File: src/core/boot_reset_map.svh
`ifndef BOOT_RESET_MAP_SVH
`define BOOT_RESET_MAP_SVH
// Boot strap codes, {eprom, link, select}
`define BOOT_CODE_HOST 3'b001
`define BOOT_CODE_LINK 3'b011
`define BOOT_CODE_NONE 3'b000
`define BOOT_CODE_RSVD 3'b010
// Reset vector of program memory
`define RESET_VECTOR 32'h0002_0004
// Scan chain length and identity
`define SCAN_LEN 8
`define IR_LEN 4
`define IR_BYPASS 4'hf
`define IR_EXTEST 4'h0
`define IR_SAMPLE 4'h1
`define IR_IDCODE 4'h2
`define IR_RESET 4'h1
`endif

File: src/core/boot_reset_pkg.sv
package boot_reset_pkg;
  typedef enum logic [2:0] {
    BOOT_NONE, BOOT_HOST, BOOT_LINK, BOOT_EPROM, BOOT_RESERVED
  } boot_mode_t;
  typedef enum {
    T_RESET, T_IDLE, T_SEL_DR, T_CAP_DR, T_SH_DR, T_EX1_DR, T_PA_DR, T_EX2_DR, T_UP_DR,
    T_SEL_IR, T_CAP_IR, T_SH_IR, T_EX1_IR, T_PA_IR, T_EX2_IR, T_UP_IR
  } tap_state_t;
endpackage : boot_reset_pkg

File: src/core/boot_reset_tap.sv
`timescale 1ns/10ps
`include "boot_reset_map.svh"
//------------------------------------------------------------
// Behaviour
// - Strap 001 host boot, 011 link boot, 000 no boot from external memory.
// - Strap 10x selects EPROM boot; boot select pin drives EPROM chip select.
// - Instructions run one per core clock, no multiplication or division.
// - Reset puts all state in a known condition, then fetch from vector.
// - Test logic is clocked from the core clock; test clock edges are found through a synchroniser.
// - Test mode select steps the test state machine.
// - Scan data shifts in on data input, out on data output.
// - Test reset low resets the test state machine.
//------------------------------------------------------------
module boot_reset_tap
  import boot_reset_pkg::*;
(
  input wire logic clk, // Core clock, one instruction per edge
  input wire logic nrst, // Processor reset, asynchronous, active low
  input wire logic eprom_boot_strap, // Strap pin
  input wire logic link_boot_strap, // Strap pin
  input wire logic boot_memory_select_in, // Boot select pin, input level
  output logic boot_memory_select_out, // Boot select pin, EPROM chip select (low)
  output logic boot_memory_select_oe, // High while driving boot select pin
  output boot_mode_t boot_mode, // Decoded boot mode
  output logic [31:0] fetch_addr, // Program fetch address
  output logic fetch_valid, // Fetch enable, one per cycle after reset
  input wire logic tck, // Test clock pin
  input wire logic tms, // Test mode select pin
  input wire logic tdi, // Test data input pin
  input wire logic test_rst_n, // Test reset pin, active low
  input wire logic [`SCAN_LEN-1:0] scan_pins, // Pin levels captured by scan
  output logic tdo, // Test data output
  output logic tdo_oe, // High while shift states drive data output
  output logic [`SCAN_LEN-1:0] scan_update, // Updated boundary outputs
  output logic emulation_status_out_n, // Open-drain status, always released
  output logic emulation_status_oe // High while pulling status low
);
  typedef struct packed {
    logic [2:0] tck_s;
    logic [1:0] tms_s;
    logic [1:0] tdi_s;
    logic [1:0] trst_s;
    logic [2:0] strap_s0;
    logic [2:0] strap_s1;
    logic sampled;
    boot_mode_t mode;
    logic [31:0] pc;
    logic run;
    logic [1:0] fill;
    tap_state_t tap;
    logic [`IR_LEN-1:0] ir;
    logic [`IR_LEN-1:0] ir_sh;
    logic [`SCAN_LEN-1:0] bsr;
    logic [`SCAN_LEN-1:0] upd;
    logic byp;
    logic tdo;
    logic tdo_oe;
  } state_t;

  state_t s_reg, s_next;

  function automatic boot_mode_t decode_straps(input logic [2:0] st);
    casez (st)
      `BOOT_CODE_HOST: decode_straps = BOOT_HOST;
      `BOOT_CODE_LINK: decode_straps = BOOT_LINK;
      `BOOT_CODE_NONE: decode_straps = BOOT_NONE;
      3'b10?: decode_straps = BOOT_EPROM;
      default: decode_straps = BOOT_RESERVED;
    endcase
  endfunction : decode_straps

  function automatic tap_state_t tap_step(input tap_state_t t, input logic m);
    case (t)
      T_RESET: tap_step = m ? T_RESET : T_IDLE;
      T_IDLE: tap_step = m ? T_SEL_DR : T_IDLE;
      T_SEL_DR: tap_step = m ? T_SEL_IR : T_CAP_DR;
      T_CAP_DR: tap_step = m ? T_EX1_DR : T_SH_DR;
      T_SH_DR: tap_step = m ? T_EX1_DR : T_SH_DR;
      T_EX1_DR: tap_step = m ? T_UP_DR : T_PA_DR;
      T_PA_DR: tap_step = m ? T_EX2_DR : T_PA_DR;
      T_EX2_DR: tap_step = m ? T_UP_DR : T_SH_DR;
      T_UP_DR: tap_step = m ? T_SEL_DR : T_IDLE;
      T_SEL_IR: tap_step = m ? T_RESET : T_CAP_IR;
      T_CAP_IR: tap_step = m ? T_EX1_IR : T_SH_IR;
      T_SH_IR: tap_step = m ? T_EX1_IR : T_SH_IR;
      T_EX1_IR: tap_step = m ? T_UP_IR : T_PA_IR;
      T_PA_IR: tap_step = m ? T_EX2_IR : T_PA_IR;
      T_EX2_IR: tap_step = m ? T_UP_IR : T_SH_IR;
      T_UP_IR: tap_step = m ? T_SEL_DR : T_IDLE;
      default: tap_step = T_RESET;
    endcase
  endfunction : tap_step

  logic tck_rise, tck_fall, trst_low;
  assign tck_rise = s_reg.tck_s[1] & ~s_reg.tck_s[2];
  assign tck_fall = ~s_reg.tck_s[1] & s_reg.tck_s[2];
  assign trst_low = ~s_reg.trst_s[1];

  //------------------------------------------------------------
  // Next state
  //------------------------------------------------------------
  always_comb begin
    s_next = s_reg;
    // Pin synchronisers; test clock stage 1 also feeds stage 2 for edge detection
    s_next.tck_s = {s_reg.tck_s[1:0], tck};
    s_next.tms_s = {s_reg.tms_s[0], tms};
    s_next.tdi_s = {s_reg.tdi_s[0], tdi};
    s_next.trst_s = {s_reg.trst_s[0], test_rst_n};
    s_next.strap_s0 = {eprom_boot_strap, link_boot_strap, boot_memory_select_in};
    s_next.strap_s1 = s_reg.strap_s0;
    // Latch straps once, after the synchronisers have filled
    if (!s_reg.sampled && s_reg.run) begin
      s_next.mode = decode_straps(s_reg.strap_s1);
      s_next.sampled = 1'b1;
    end
    // One fetch per core clock; vector taken from reset
    // Run waits until both strap stages hold levels taken after release
    s_next.fill = {s_reg.fill[0], 1'b1};
    s_next.run = s_reg.fill[1];
    if (s_reg.run && s_reg.sampled) begin
      s_next.pc = s_reg.pc + 32'h0000_0001;
    end
    if (trst_low) begin
      s_next.tap = T_RESET;
      s_next.ir = `IR_IDCODE;
      s_next.tdo_oe = 1'b0;
    end else if (tck_rise) begin
      s_next.tap = tap_step(s_reg.tap, s_reg.tms_s[1]);
      case (s_reg.tap)
        T_RESET: s_next.ir = `IR_IDCODE;
        T_CAP_DR: s_next.bsr = scan_pins;
        T_SH_DR: begin
          s_next.bsr = {s_reg.tdi_s[1], s_reg.bsr[`SCAN_LEN-1:1]};
          s_next.byp = s_reg.tdi_s[1];
        end
        T_UP_DR: if (s_reg.ir == `IR_EXTEST) s_next.upd = s_reg.bsr;
        T_CAP_IR: s_next.ir_sh = `IR_LEN'(`IR_RESET);
        T_SH_IR: s_next.ir_sh = {s_reg.tdi_s[1], s_reg.ir_sh[`IR_LEN-1:1]};
        T_UP_IR: s_next.ir = s_reg.ir_sh;
        default: s_next.ir = s_reg.ir;
      endcase
    end else if (tck_fall) begin
      // Data output changes on the falling test clock edge
      // Test clock must stay high and low for three core clocks each
      s_next.tdo_oe = (s_reg.tap == T_SH_DR) || (s_reg.tap == T_SH_IR);
      if (s_reg.tap == T_SH_IR) s_next.tdo = s_reg.ir_sh[0];
      else if (s_reg.ir == `IR_BYPASS) s_next.tdo = s_reg.byp;
      else s_next.tdo = s_reg.bsr[0];
    end
  end

  //------------------------------------------------------------
  // State register
  //------------------------------------------------------------
  always_ff @(posedge clk or negedge nrst) begin
    if (!nrst) begin
      s_reg <= '0;
      s_reg.tap <= T_RESET;
      s_reg.ir <= `IR_IDCODE;
      s_reg.mode <= BOOT_NONE;
      s_reg.pc <= `RESET_VECTOR;
      s_reg.trst_s <= 2'b00;
    end else begin
      s_reg <= s_next;
    end
  end

  //------------------------------------------------------------
  // Outputs
  //------------------------------------------------------------
  assign boot_mode = s_reg.mode;
  assign boot_memory_select_oe = s_reg.sampled && (s_reg.mode == BOOT_EPROM);
  assign boot_memory_select_out = ~s_reg.sampled;
  assign fetch_addr = s_reg.pc;
  assign fetch_valid = s_reg.run && s_reg.sampled;
  assign tdo = s_reg.tdo;
  assign tdo_oe = s_reg.tdo_oe;
  assign scan_update = s_reg.upd;
  assign emulation_status_out_n = 1'b0;
  assign emulation_status_oe = 1'b0;

  //------------------------------------------------------------
  // Checks
  //------------------------------------------------------------
  mode_fixed_a: assert property (@(posedge clk) disable iff (!nrst)
    s_reg.sampled |=> $stable(boot_mode)) else $error("boot mode changed");
  eprom_drive_a: assert property (@(posedge clk) disable iff (!nrst)
    boot_memory_select_oe |-> boot_mode == BOOT_EPROM) else $error("select driven");
  pc_step_a: assert property (@(posedge clk) disable iff (!nrst)
    fetch_valid ##1 fetch_valid |-> fetch_addr == $past(fetch_addr) + 32'h1)
    else $error("fetch not one per cycle");
  tap_reset_a: assert property (@(posedge clk) disable iff (!nrst)
    trst_low |=> s_reg.tap == T_RESET) else $error("test reset ignored");
  tap_hold_a: assert property (@(posedge clk) disable iff (!nrst)
    !tck_rise && !trst_low |=> $stable(s_reg.tap)) else $error("state moved without tck");
  shift_in_a: assert property (@(posedge clk) disable iff (!nrst)
    tck_rise && !trst_low && s_reg.tap == T_SH_DR |=>
    s_reg.bsr[`SCAN_LEN-1] == $past(s_reg.tdi_s[1])) else $error("scan shift wrong");
  vector_a: assert property (@(posedge clk) disable iff (!nrst)
    $rose(fetch_valid) |-> fetch_addr == `RESET_VECTOR) else $error("bad vector");
  oe_shift_a: assert property (@(posedge clk) disable iff (!nrst)
    tdo_oe |-> s_reg.tap inside {T_SH_DR, T_SH_IR, T_EX1_DR, T_EX1_IR})
    else $error("tdo driven outside shift");
  select_low_a: assert property (@(posedge clk) disable iff (!nrst)
    boot_memory_select_oe |-> !boot_memory_select_out)
    else $error("chip select not low while driven");
  strap_latch_a: assert property (@(posedge clk) disable iff (!nrst)
    $rose(s_reg.run) |=> $rose(fetch_valid))
    else $error("straps not latched after run");
  oe_trst_a: assert property (@(posedge clk) disable iff (!nrst)
    trst_low |=> !tdo_oe)
    else $error("tdo driven in test reset");
  capture_dr_a: assert property (@(posedge clk) disable iff (!nrst)
    tck_rise && !trst_low && s_reg.tap == T_CAP_DR |=> s_reg.bsr == $past(scan_pins))
    else $error("scan capture wrong");
endmodule : boot_reset_tap

File: config.mk
export PLATFORM = sky130hd
export DESIGN_NAME = boot_reset_tap
export DESIGN_NICKNAME = d
export VERILOG_FILES = /design/src/core/boot_reset_pkg.sv /design/src/core/boot_reset_tap.sv
export VERILOG_INCLUDE_DIRS = /design/src /design/src/core
export SDC_FILE = /design/constraint.sdc
export NUM_CORES = 1
export LEC_CHECK = 0
export BUFFER_PORTS_ARGS = -buffer_cell sky130_fd_sc_hd__buf_2
export CAP_MARGIN = 20
export CORE_MARGIN = 2
export CORE_UTILIZATION = 25
export DETAILED_ROUTE_END_ITERATION = 8
export SLEW_MARGIN = 15
export SYNTH_ARGS = -nofsm -noshare
export SYNTH_HDL_FRONTEND = slang
export SYNTH_SLANG_ARGS = --single-unit
File: constraint.sdc
create_clock -name clk -period 2 [get_ports clk]
set_input_delay 0.1 -clock clk [delete_from_list [all_inputs] [get_ports clk]]
set_output_delay 0.1 -clock clk [all_outputs]
set_load 0.01 [all_outputs]
* Yosys cells after proc, flatten, opt, wreduce, memory -nomap -nowiden *
Cells that the tools add are included.

cells by class
  $add $sub $neg = 1
  equality and inequality tests = 26
  mux-type cells = 27
  bitwise gates (word level) = 6
  reduce and logical (&&, ||, !) cells = 20

operators by type and width
  cell                                                               number
  32-bit by 4-bit == test with 1-bit output (second input constant)  9
  32-bit by 3-bit == test with 1-bit output (second input constant)  4
  32-bit by 2-bit == test with 1-bit output (second input constant)  2
  57-bit two-way mux                                                 1
  4-bit one-hot mux with 12 select lines                             1
  36-bit two-way mux                                                 1
  32-bit by 1-bit adder with 32-bit output (second input constant)   1
  32-bit by 1-bit == test with 1-bit output (second input constant)  1
  32-bit by 5-bit == test with 1-bit output (second input constant)  1
  32-bit logical NOT                                                 1
  4-bit two-way mux                                                  4
  8-bit two-way mux                                                  2
  4-bit one-hot mux with 2 select lines                              2
  8-bit one-hot mux with 2 select lines                              1
  3-bit one-hot mux with 4 select lines                              1
  3-bit AND reduction                                                4
  1-bit two-way mux                                                  9
  3-bit by 2-bit == test with 1-bit output (second input constant)   2
  2-bit two-way mux                                                  3
  3-bit two-way mux                                                  2
  4-bit == test (second input constant)                              1
  4-bit logical NOT                                                  1
  2-bit by 1-bit != test with 1-bit output (second input constant)   2
  1-bit NOT                                                          4
  14 further kinds                                                   20

storage, ports and cells
  register bits = 113
  bits of input ports = 17
  output and inout bits = 50

* Logic depth before layout (Yosys ltp) *
Gate-level depths: netlist of run 1.

  depth after elaboration = 5
  gate-level depth with buffers = 6
  gate-level depth less buffers = 5

* Worst setup path before layout of run 1 *
No wires, ideal clock.

  path type = flip-flop to flip-flop
  from = reg s_reg[27] (netlist name)
  to = reg s_reg[17] (netlist name)
  arrival = 1.457 ns
  data required time = 1.881 ns
  setup slack = 0.425 ns
  cell stages (with the launch flop) = 7
  path buffers = 2
  path through = dfrtp_1 clkbuf_2 or3b_1 a211o_1 buf_6 nand2_1 o21ai_2

on the way
  longest elaborated chain between the ends = 3
  elaborated cells on any way between the ends = 5

ends and longest elaborated chain
  element                                                                                                 line                   source
  start: declaration                                                                                      boot_reset_tap.sv:60   state_t s_reg, s_next;
  start signal: assignment                                                                                boot_reset_tap.sv:164  s_reg <= s_next;
  32-bit by 3-bit == test with 1-bit output or 32-bit by 2-bit == test with 1-bit output (tied branches)  boot_reset_tap.sv:129  case (s_reg.tap)
  2-bit nonzero test (no source line)                                                                     n/a
  3-bit AND reduction (no source line)                                                                    n/a

Parallel ways exist; a longest one is shown, timed or not.
A chain may end at the register's enable or synchronous reset.

* Worst setup path in the final report of run 1 *
  from = reg s_reg (netlist bit fetch_addr[0])
  to = reg s_reg (netlist bit fetch_addr[26])

on the way
  longest elaborated chain between the ends = 1

ends and longest elaborated chain
  element                                   line                   source
  32-bit by 1-bit adder with 32-bit output  boot_reset_tap.sv:121  s_next.pc = s_reg.pc + 32'h0000_0001;

Every way passes these cells.

==> results.md, run 1 <==
- Outcome: complete, no violations
- Share of cells above drive strength 1: 28.7%
- Max Slew Vio Count: 0
- Area contributors post-synth: dfrtp_1 51%, buf_4 8.8%, xnor2_1 5.2%, nand4_1 3.1%, mux2_2 3.1%
- Area of the multi-input gates: 0.00147 sq mm
- Grt ovf: 0
- Fin crit period: ~1.8 ns
- Crit. End Element: register
- Final worst-path cycle share: 88.2%
- Hpwl dp: approximately 5600 microns
- Synth top area share: 50.9%
- Mapped Area: 0.00403 sq mm
- DRC viols: 0
- Antenna violations before repair: 0
- Final Util: 29.6%
- Most frequent cells in the layout: 82 x dfrtp_1, 63 x buf_2, 24 x nand2_1, 24 x xnor2_1, 20 x nand4_1
- Avg Inst Size Synth: 11.1 sq um
- Ys Warns: 0
- Routed Antenna Nets: 0
- Sequential share of the synthesized area: 52.9%
- Max-cap violations: 0
- Final worst slack: 0.236 ns
- Worst-path maximum fanout: 4
- Worst reg-to-reg path cell count: 5
- DRT Wirelength: about 7900 microns
- Final setup violation count: 0
- Worst slew margin: between 60% and 70%
- Dominant cell type by area after synthesis: dfrtp_1
- CP Cell Sequence: ha_1, nand4_1, nor4_1, nand4_1, xnor2_1
- Nets: 417
- Starting Density: ~25%
- Max VDD drop: 0.471 mV
- Die area: 0.0172 sq mm
- Via count: ~2.6k
- TritonCTS clock tree: yes
- Instance count of the mapped netlist: around 360
- Core box area: between 0.015 and 0.02 sq mm
- Setup_tns: 0 ns
- Max Clk Rate: 0.567 GHz
- EDFF count, synth: 0
- Rows: 46
- Clk sinks: 85
- Slowest stage delay, CP: around 0.54 ns
- Vias in the first global route: 2418
- Worst Hold End: s_reg[13]$_DFFE_PN0P_
- Reg area: 0.00213 sq mm
- Hold Crit Start: scan_pins[2]
- Cell Pwr Density: 857 mW/mm^2
- Most common cell after layout, fill and taps aside: dfrtp_1
- Die X-Extent: 131 microns
- Static Leak: 2.18 nW
- Antenna fix cells: 0
- Worst EP required: between 2 and 2.5 ns
- Clock latency on the worst-skew pair: 0.34 ns
- Max reg flops: 32
- CP max stage cell: nor4_1
- Worst hold path class: in2reg
- Arrival time at the worst endpoint: between 1.5 and 2 ns
- Async SR Flop Fraction: 100%
- Most frequent CP cell: nand4_1
- FILL cells: 1636
- Hold Crit Depth: 3
- Largest net degree at the start of global routing: 70
- Predominant post-synthesis flop cell: dfrtp_1
- Vias per Instance: 4.23
- CTS Root Cell: clkbuf_16
- Reg-to-reg endpoint: fetch_addr[26]$_DFFE_PN0P_
- Unrepaired setup endpoints after global routing: no
- All-layer global routing usage: 9.43%
- Port bufs: between 60 and 70
- H-tree depth: 3
- Reg2Reg Setup Slack: 0.24 ns
- Hold WS: 0.0412 ns
- Drt initial violations: 81
- Post-CTS sizing: 0
- CTS max path bufs: 2
- Die Y: 131 microns
- CTS clk-pin slew, worst paths: 0.07 ns
- First drt pass iteration count: 4
- Reg-to-Reg Start: fetch_addr[0]$_DFFE_PN0P_
- CTS buffer count: 9
- Synth cell types: 53
- Clock Skew: 0.00635 ns
- Startpoint Class: register
- GPL Wtd Cong: 0.806
- First-pass GRT wire length: 12600 microns
- Number of synthesized register bits: 85
- Worst-Margin Slew: 0.592 ns
- Final Hold Viols: 0
- Dpl ws: 0.218 ns
- WL per Instance: 12.8 microns
- # IOs: 67
- Critical path class: reg2reg
- Layout area overhead: 16.1%
## cells in the mapped netlist, types with 8 or more instances
| master | count |
|---|---|
| nand4_1 | 20 |
| xor2_1 | 8 |
| inv_1 | 9 |
| mux2i_1 | 11 |
| dfrtp_1 | 82 |
| nand2_1 | 24 |
| xnor2_1 | 24 |
| nand3_1 | 16 |
| mux2_2 | 11 |
| nor2_1 | 14 |
| buf_4 | 47 |
## how the worst max path moves through the flow
stage,start,end,cells past startpoint
5_1_grt,fetch_addr[0]$_DFFE_PN0P_,fetch_addr[26]$_DFFE_PN0P_,5
4_1_cts,fetch_addr[0]$_DFFE_PN0P_,fetch_addr[26]$_DFFE_PN0P_,5
2_1_floorplan,s_reg[27]$_DFFE_PN0N_,s_reg[17]$_DFFE_PN0P_,6
3_3_place_gp,fetch_addr[0]$_DFFE_PN0P_,fetch_addr[26]$_DFFE_PN0P_,5
3_5_place_dp,fetch_addr[0]$_DFFE_PN0P_,fetch_addr[26]$_DFFE_PN0P_,5
6_report,fetch_addr[0]$_DFFE_PN0P_,fetch_addr[26]$_DFFE_PN0P_,5
## power breakdown
| group | switching [W] | internal (W) |
|---|---|---|
| combinational | 0.000222 | 0.000199 |
| clock | 0.000744 | 0.000870 |
| sequential | 0.000122 | 0.00185 |
| total | 0.00109 | 0.00292 |
## layer usage
| layer | part of all wire, % | global-route usage (%) | vias to the layer above |
|---|---|---|---|
| met1 | 48 | 13.0 | 1273 |
| met4 | 0.86 | 2.44 | 0 |
| met2 | 46 | 14.1 | 59 |
| met5 | 0 | 0 | - |
| li1 | - | - | 1285 |
| met3 | 5.0 | 3.42 | 7 |
## worst max-delay path, delay by kind of cell (launching register included)
family	cells	cell delay, ns
xor gates and xnor gates	1	0.16
adders and majority gates	1	0.21
and+or+nand+nor	3	0.88
DFF	1	0.40
## logic make-up (layout without fill, tap and decap cells)
| logic type | count (synthesis) | count (layout) | share of synthesized area [%] |
|---|---|---|---|
| AO/OA/AOI/OAI | 41 | 41 | 7.05 |
| buffers and inverters | 66 | 106 | 10.8 |
| adder cells (fa/ha/maj) | 1 | 1 | 0.310 |
| XOR/XNOR | 32 | 32 | 6.95 |
| flip-flops | 85 | 85 | 52.9 |
| AND/OR/NAND/NOR | 113 | 113 | 15.7 |
| other | 2 | 3 | 0.186 |
| multiplexers | 23 | 23 | 6.09 |
## through the flow
stage / instances / power (W) / instance area [sq um]
after floorplan: 364 / 0.00233 / 4030
after global routing: 620 / 0.00423 / 4680
after CTS: 620 / 0.00408 / 4680
final: 620 / 0.00401 / 4680
after detailed placement: 596 / 0.00242 / 4310
after global placement: 596 / 0.00241 / 4310
## final cells by class
| class | count | area share [%] |
|---|---|---|
| inverter | 9 | 0.722 |
| timing repair buffer | 81 | 10.3 |
| clock buffer | 9 | 4.81 |
| tap | 216 | 5.78 |
| multi-input combinational | 213 | 31.5 |
| clock inverter | 7 | 1.34 |
| sequential | 85 | 45.5 |
## timing repair
action | CTS | global route
hold buffers | 8 | 0
hold endpoints to repair | 64 | 0
buffers inserted | 0 | 0
Note: power is estimated with default switching activity, not from simulation.
==> run 2, diff against run 1 <==
--- a/config.mk
+++ b/config.mk
@@ -8,6 +8,7 @@
 export LEC_CHECK = 0
 export BUFFER_PORTS_ARGS = -buffer_cell sky130_fd_sc_hd__buf_2
 export CAP_MARGIN = 20
+export CORE_ASPECT_RATIO = 1.2
 export CORE_MARGIN = 2
 export CORE_UTILIZATION = 25
 export DETAILED_ROUTE_END_ITERATION = 8
==> constraint.sdc (replaced) <==
create_clock -name clk -period 1.6 [get_ports clk]
set_input_delay 0.08 -clock clk [delete_from_list [all_inputs] [get_ports clk]]
set_output_delay 0.08 -clock clk [all_outputs]
set_load 0.01 [all_outputs]
==> run 2 against run 1 <==
  * Global-route usage up 0.98 points
  * Worst setup slack worse by 0.18 ns
  * Maximum frequency up 14%
  * Highest routed layer unchanged
==> results.md, run 2 (same netlist as run 1, synthesis figures left out) <==
- Drt initial violations: 135 (+67%)
- Worst-path maximum fanout: 3 (-1)
- Worst EP required: 1.86 ns (-0.36 ns)
- Max-cap violations: 0 (unchanged)
- H-tree depth: 3 (unchanged)
- DRT Wirelength: 8700 microns (+9.9%)
- Vias per Instance: 4.41 (+4.1%)
- CTS buffer count: 9 (unchanged)
- First drt pass iteration count: 4 (unchanged)
- Slowest stage delay, CP: 0.54 ns (about the same)
- Die Y: 143 microns (+9.3%)
- CP max stage cell: dfstp_2
- Final worst-path cycle share: 96.6% (+8.4 points)
- Outcome: complete, no violations
- First-pass GRT wire length: 14100 microns (+12%)
- CTS clk-pin slew, worst paths: 0.06 ns (about the same)
- Clock latency on the worst-skew pair: 0.33 ns (about the same)
- Final setup violation count: 0 (unchanged)
- Die X-Extent: 120 microns (-8.4%)
- Vias in the first global route: 2783 (+15%)
- Die area: 0.0172 sq mm (about the same)
- WL per Instance: 13.7 microns (+6.9%)
- Unrepaired setup endpoints after global routing: yes
- Max reg flops: 32 (unchanged)
- Share of cells above drive strength 1: 35.4% (+6.7 points)
- Antenna fix cells: 0 (unchanged)
- CTS Root Cell: clkbuf_16
- Placed Instances: 610 (+2.3%)
- Hpwl dp: 6280 microns (+12%)
- Max Slew Vio Count: 0 (unchanged)
- Hold WS: 0.0194 ns (-0.0217 ns)
- TritonCTS clock tree: yes
- Starting Density: 25.7% (+0.20 points)
- Crit. End Element: register
- Critical path class: reg2reg
- Startpoint Class: register
- Layout area overhead: 24.0%
- Most frequent cells in the layout: 80 x dfrtp_1, 63 x buf_2, 29 x buf_4
- Antenna violations before repair: 0 (unchanged)
- Core box area: 0.0157 sq mm (-0.79%)
- Clock Skew: 0.00410 ns (-0.00225 ns)
- Final Hold Viols: 0 (unchanged)
- GPL Wtd Cong: 0.804 (-0.21%)
- Via count: 2806 (+6.9%)
- Static Leak: 2.34 nW (+7.4%)
- CTS max path bufs: 2 (unchanged)
- All-layer global routing usage: 10.4% (+0.98 points)
- Rows: 50 (+8.7%)
- Port bufs: 64 (unchanged)
- DRC viols: 0 (unchanged)
- Routed Antenna Nets: 0 (unchanged)
- CP Cell Sequence: and4_4, nand4_1, nor4_2, xor2_1
- Cell Pwr Density: 1090 mW/mm^2 (+28%)
- Arrival time at the worst endpoint: 1.80 ns (-0.19 ns)
- Fin crit period: 1.55 ns (-0.219 ns)
- # IOs: 67 (unchanged)
- Most common cell after layout, fill and taps aside: dfrtp_1
- Nets: 442 (+6.0%)
- Final Util: 31.8% (+2.3 points)
- Largest net degree at the start of global routing: 35 (-50%)
- Max Clk Rate: 0.647 GHz (+14%)
- Clk sinks: 85 (unchanged)
- Final Non-Filler Cells: 637 (+2.7%)
- Worst hold path class: in2reg
- Grt ovf: 0 (unchanged)
- Setup_tns: 0 ns (unchanged)
- Max VDD drop: 0.800 mV (+70%)
==> run 2: cell count changes in the layout (fill, tap and decap cells not counted), moves of 2 or more <==
cell and delta:
dfrtp_2 +2, nor4_2 +4, nor4_1 -4, dfrtp_1 -2, buf_4 +20, buf_6 +4
bufinv_16 +2, clkbuf_8 +2, inv_6 -3
==> run 2: final timing paths <==
kind | depth (start not counted) | slack (ns) | startpoint | end
worst max-delay path | 4 | 0.05 | fetch_addr[17]$_DFFE_PN1P_ | fetch_addr[25]$_DFFE_PN0P_
worst min-delay path | 3 | 0.02 | scan_pins[2] | s_reg[13]$_DFFE_PN0P_
worst max register to register | 4 | 0.05 | fetch_addr[17]$_DFFE_PN1P_ | fetch_addr[25]$_DFFE_PN0P_
worst min register to register | 0 | 0.35 | s_next[61]$_DFF_PN0_ | s_reg[61]$_DFF_PN0_
max in group asynchronous | 3 | 0.81 | nrst | fetch_addr[2]$_DFFE_PN1P_
min in group asynchronous | 2 | 0.21 | nrst | fetch_addr[24]$_DFFE_PN0P_
==> run 2: metrics by stage <==
step	instance area [sq um]	setup WS, ns	total power (W)
detailed placement	4480	-0.0338	0.00317
global route	5000	-0.0213	0.00575
CTS	4900	-0.0274	0.00553
finish	5000	0.0545	0.00546
global placement	4480	-0.0229	0.00314
floorplan	4030	0.0246	0.00291
==> run 2: metal layers <==
layer / vias up / share of wire (%) / global-route usage [%]
li1: 1340 / - / -
met1: 1393 / 44 / 12.7
met2: 65 / 50 / 17.4
met3: 8 / 4.7 / 3.31
met4: 0 / 1.0 / 3.41
met5: - / 0 / 0
==> run 2: area by class of cell <==
class                   count  area [sq um]
repair buffers            106           698
inverters                   9          33.8
flip-flops and latches     85          2130
clock inverters             5          81.3
clock buffers              11           253
well taps                 208           260
fillers                  1596         10700
multi-input cells         213          1540
==> run 2: what timing repair did <==
| action | CTS | global route |
|---|---|---|
| pin swaps | 1 | 2 |
| buffers inserted | 1 | 1 |
| gates resized for setup | 1 | 21 |
| hold buffers | 8 | 0 |
| endpoints found under the hold margin | 32 | 0 |
| cloned | 0 | 1 |
| setup endpoints to repair | 13 | 31 |
==> run 2: power breakdown <==
group / internal (W) / total [W] / switching (W) / leakage [nW]
registers: 0.00232 / 0.00245 / 0.000135 / 1.07
clock network: 0.00146 / 0.00230 / 0.000846 / 0.162
logic: 0.000357 / 0.000711 / 0.000354 / 1.10
==> run 2: worst max-delay path: cells and delay by family, from the launching register on <==
kind,cells,cell delay [ns]
xor+xnor,1,0.17
flops,1,0.54
simple gates,3,0.75
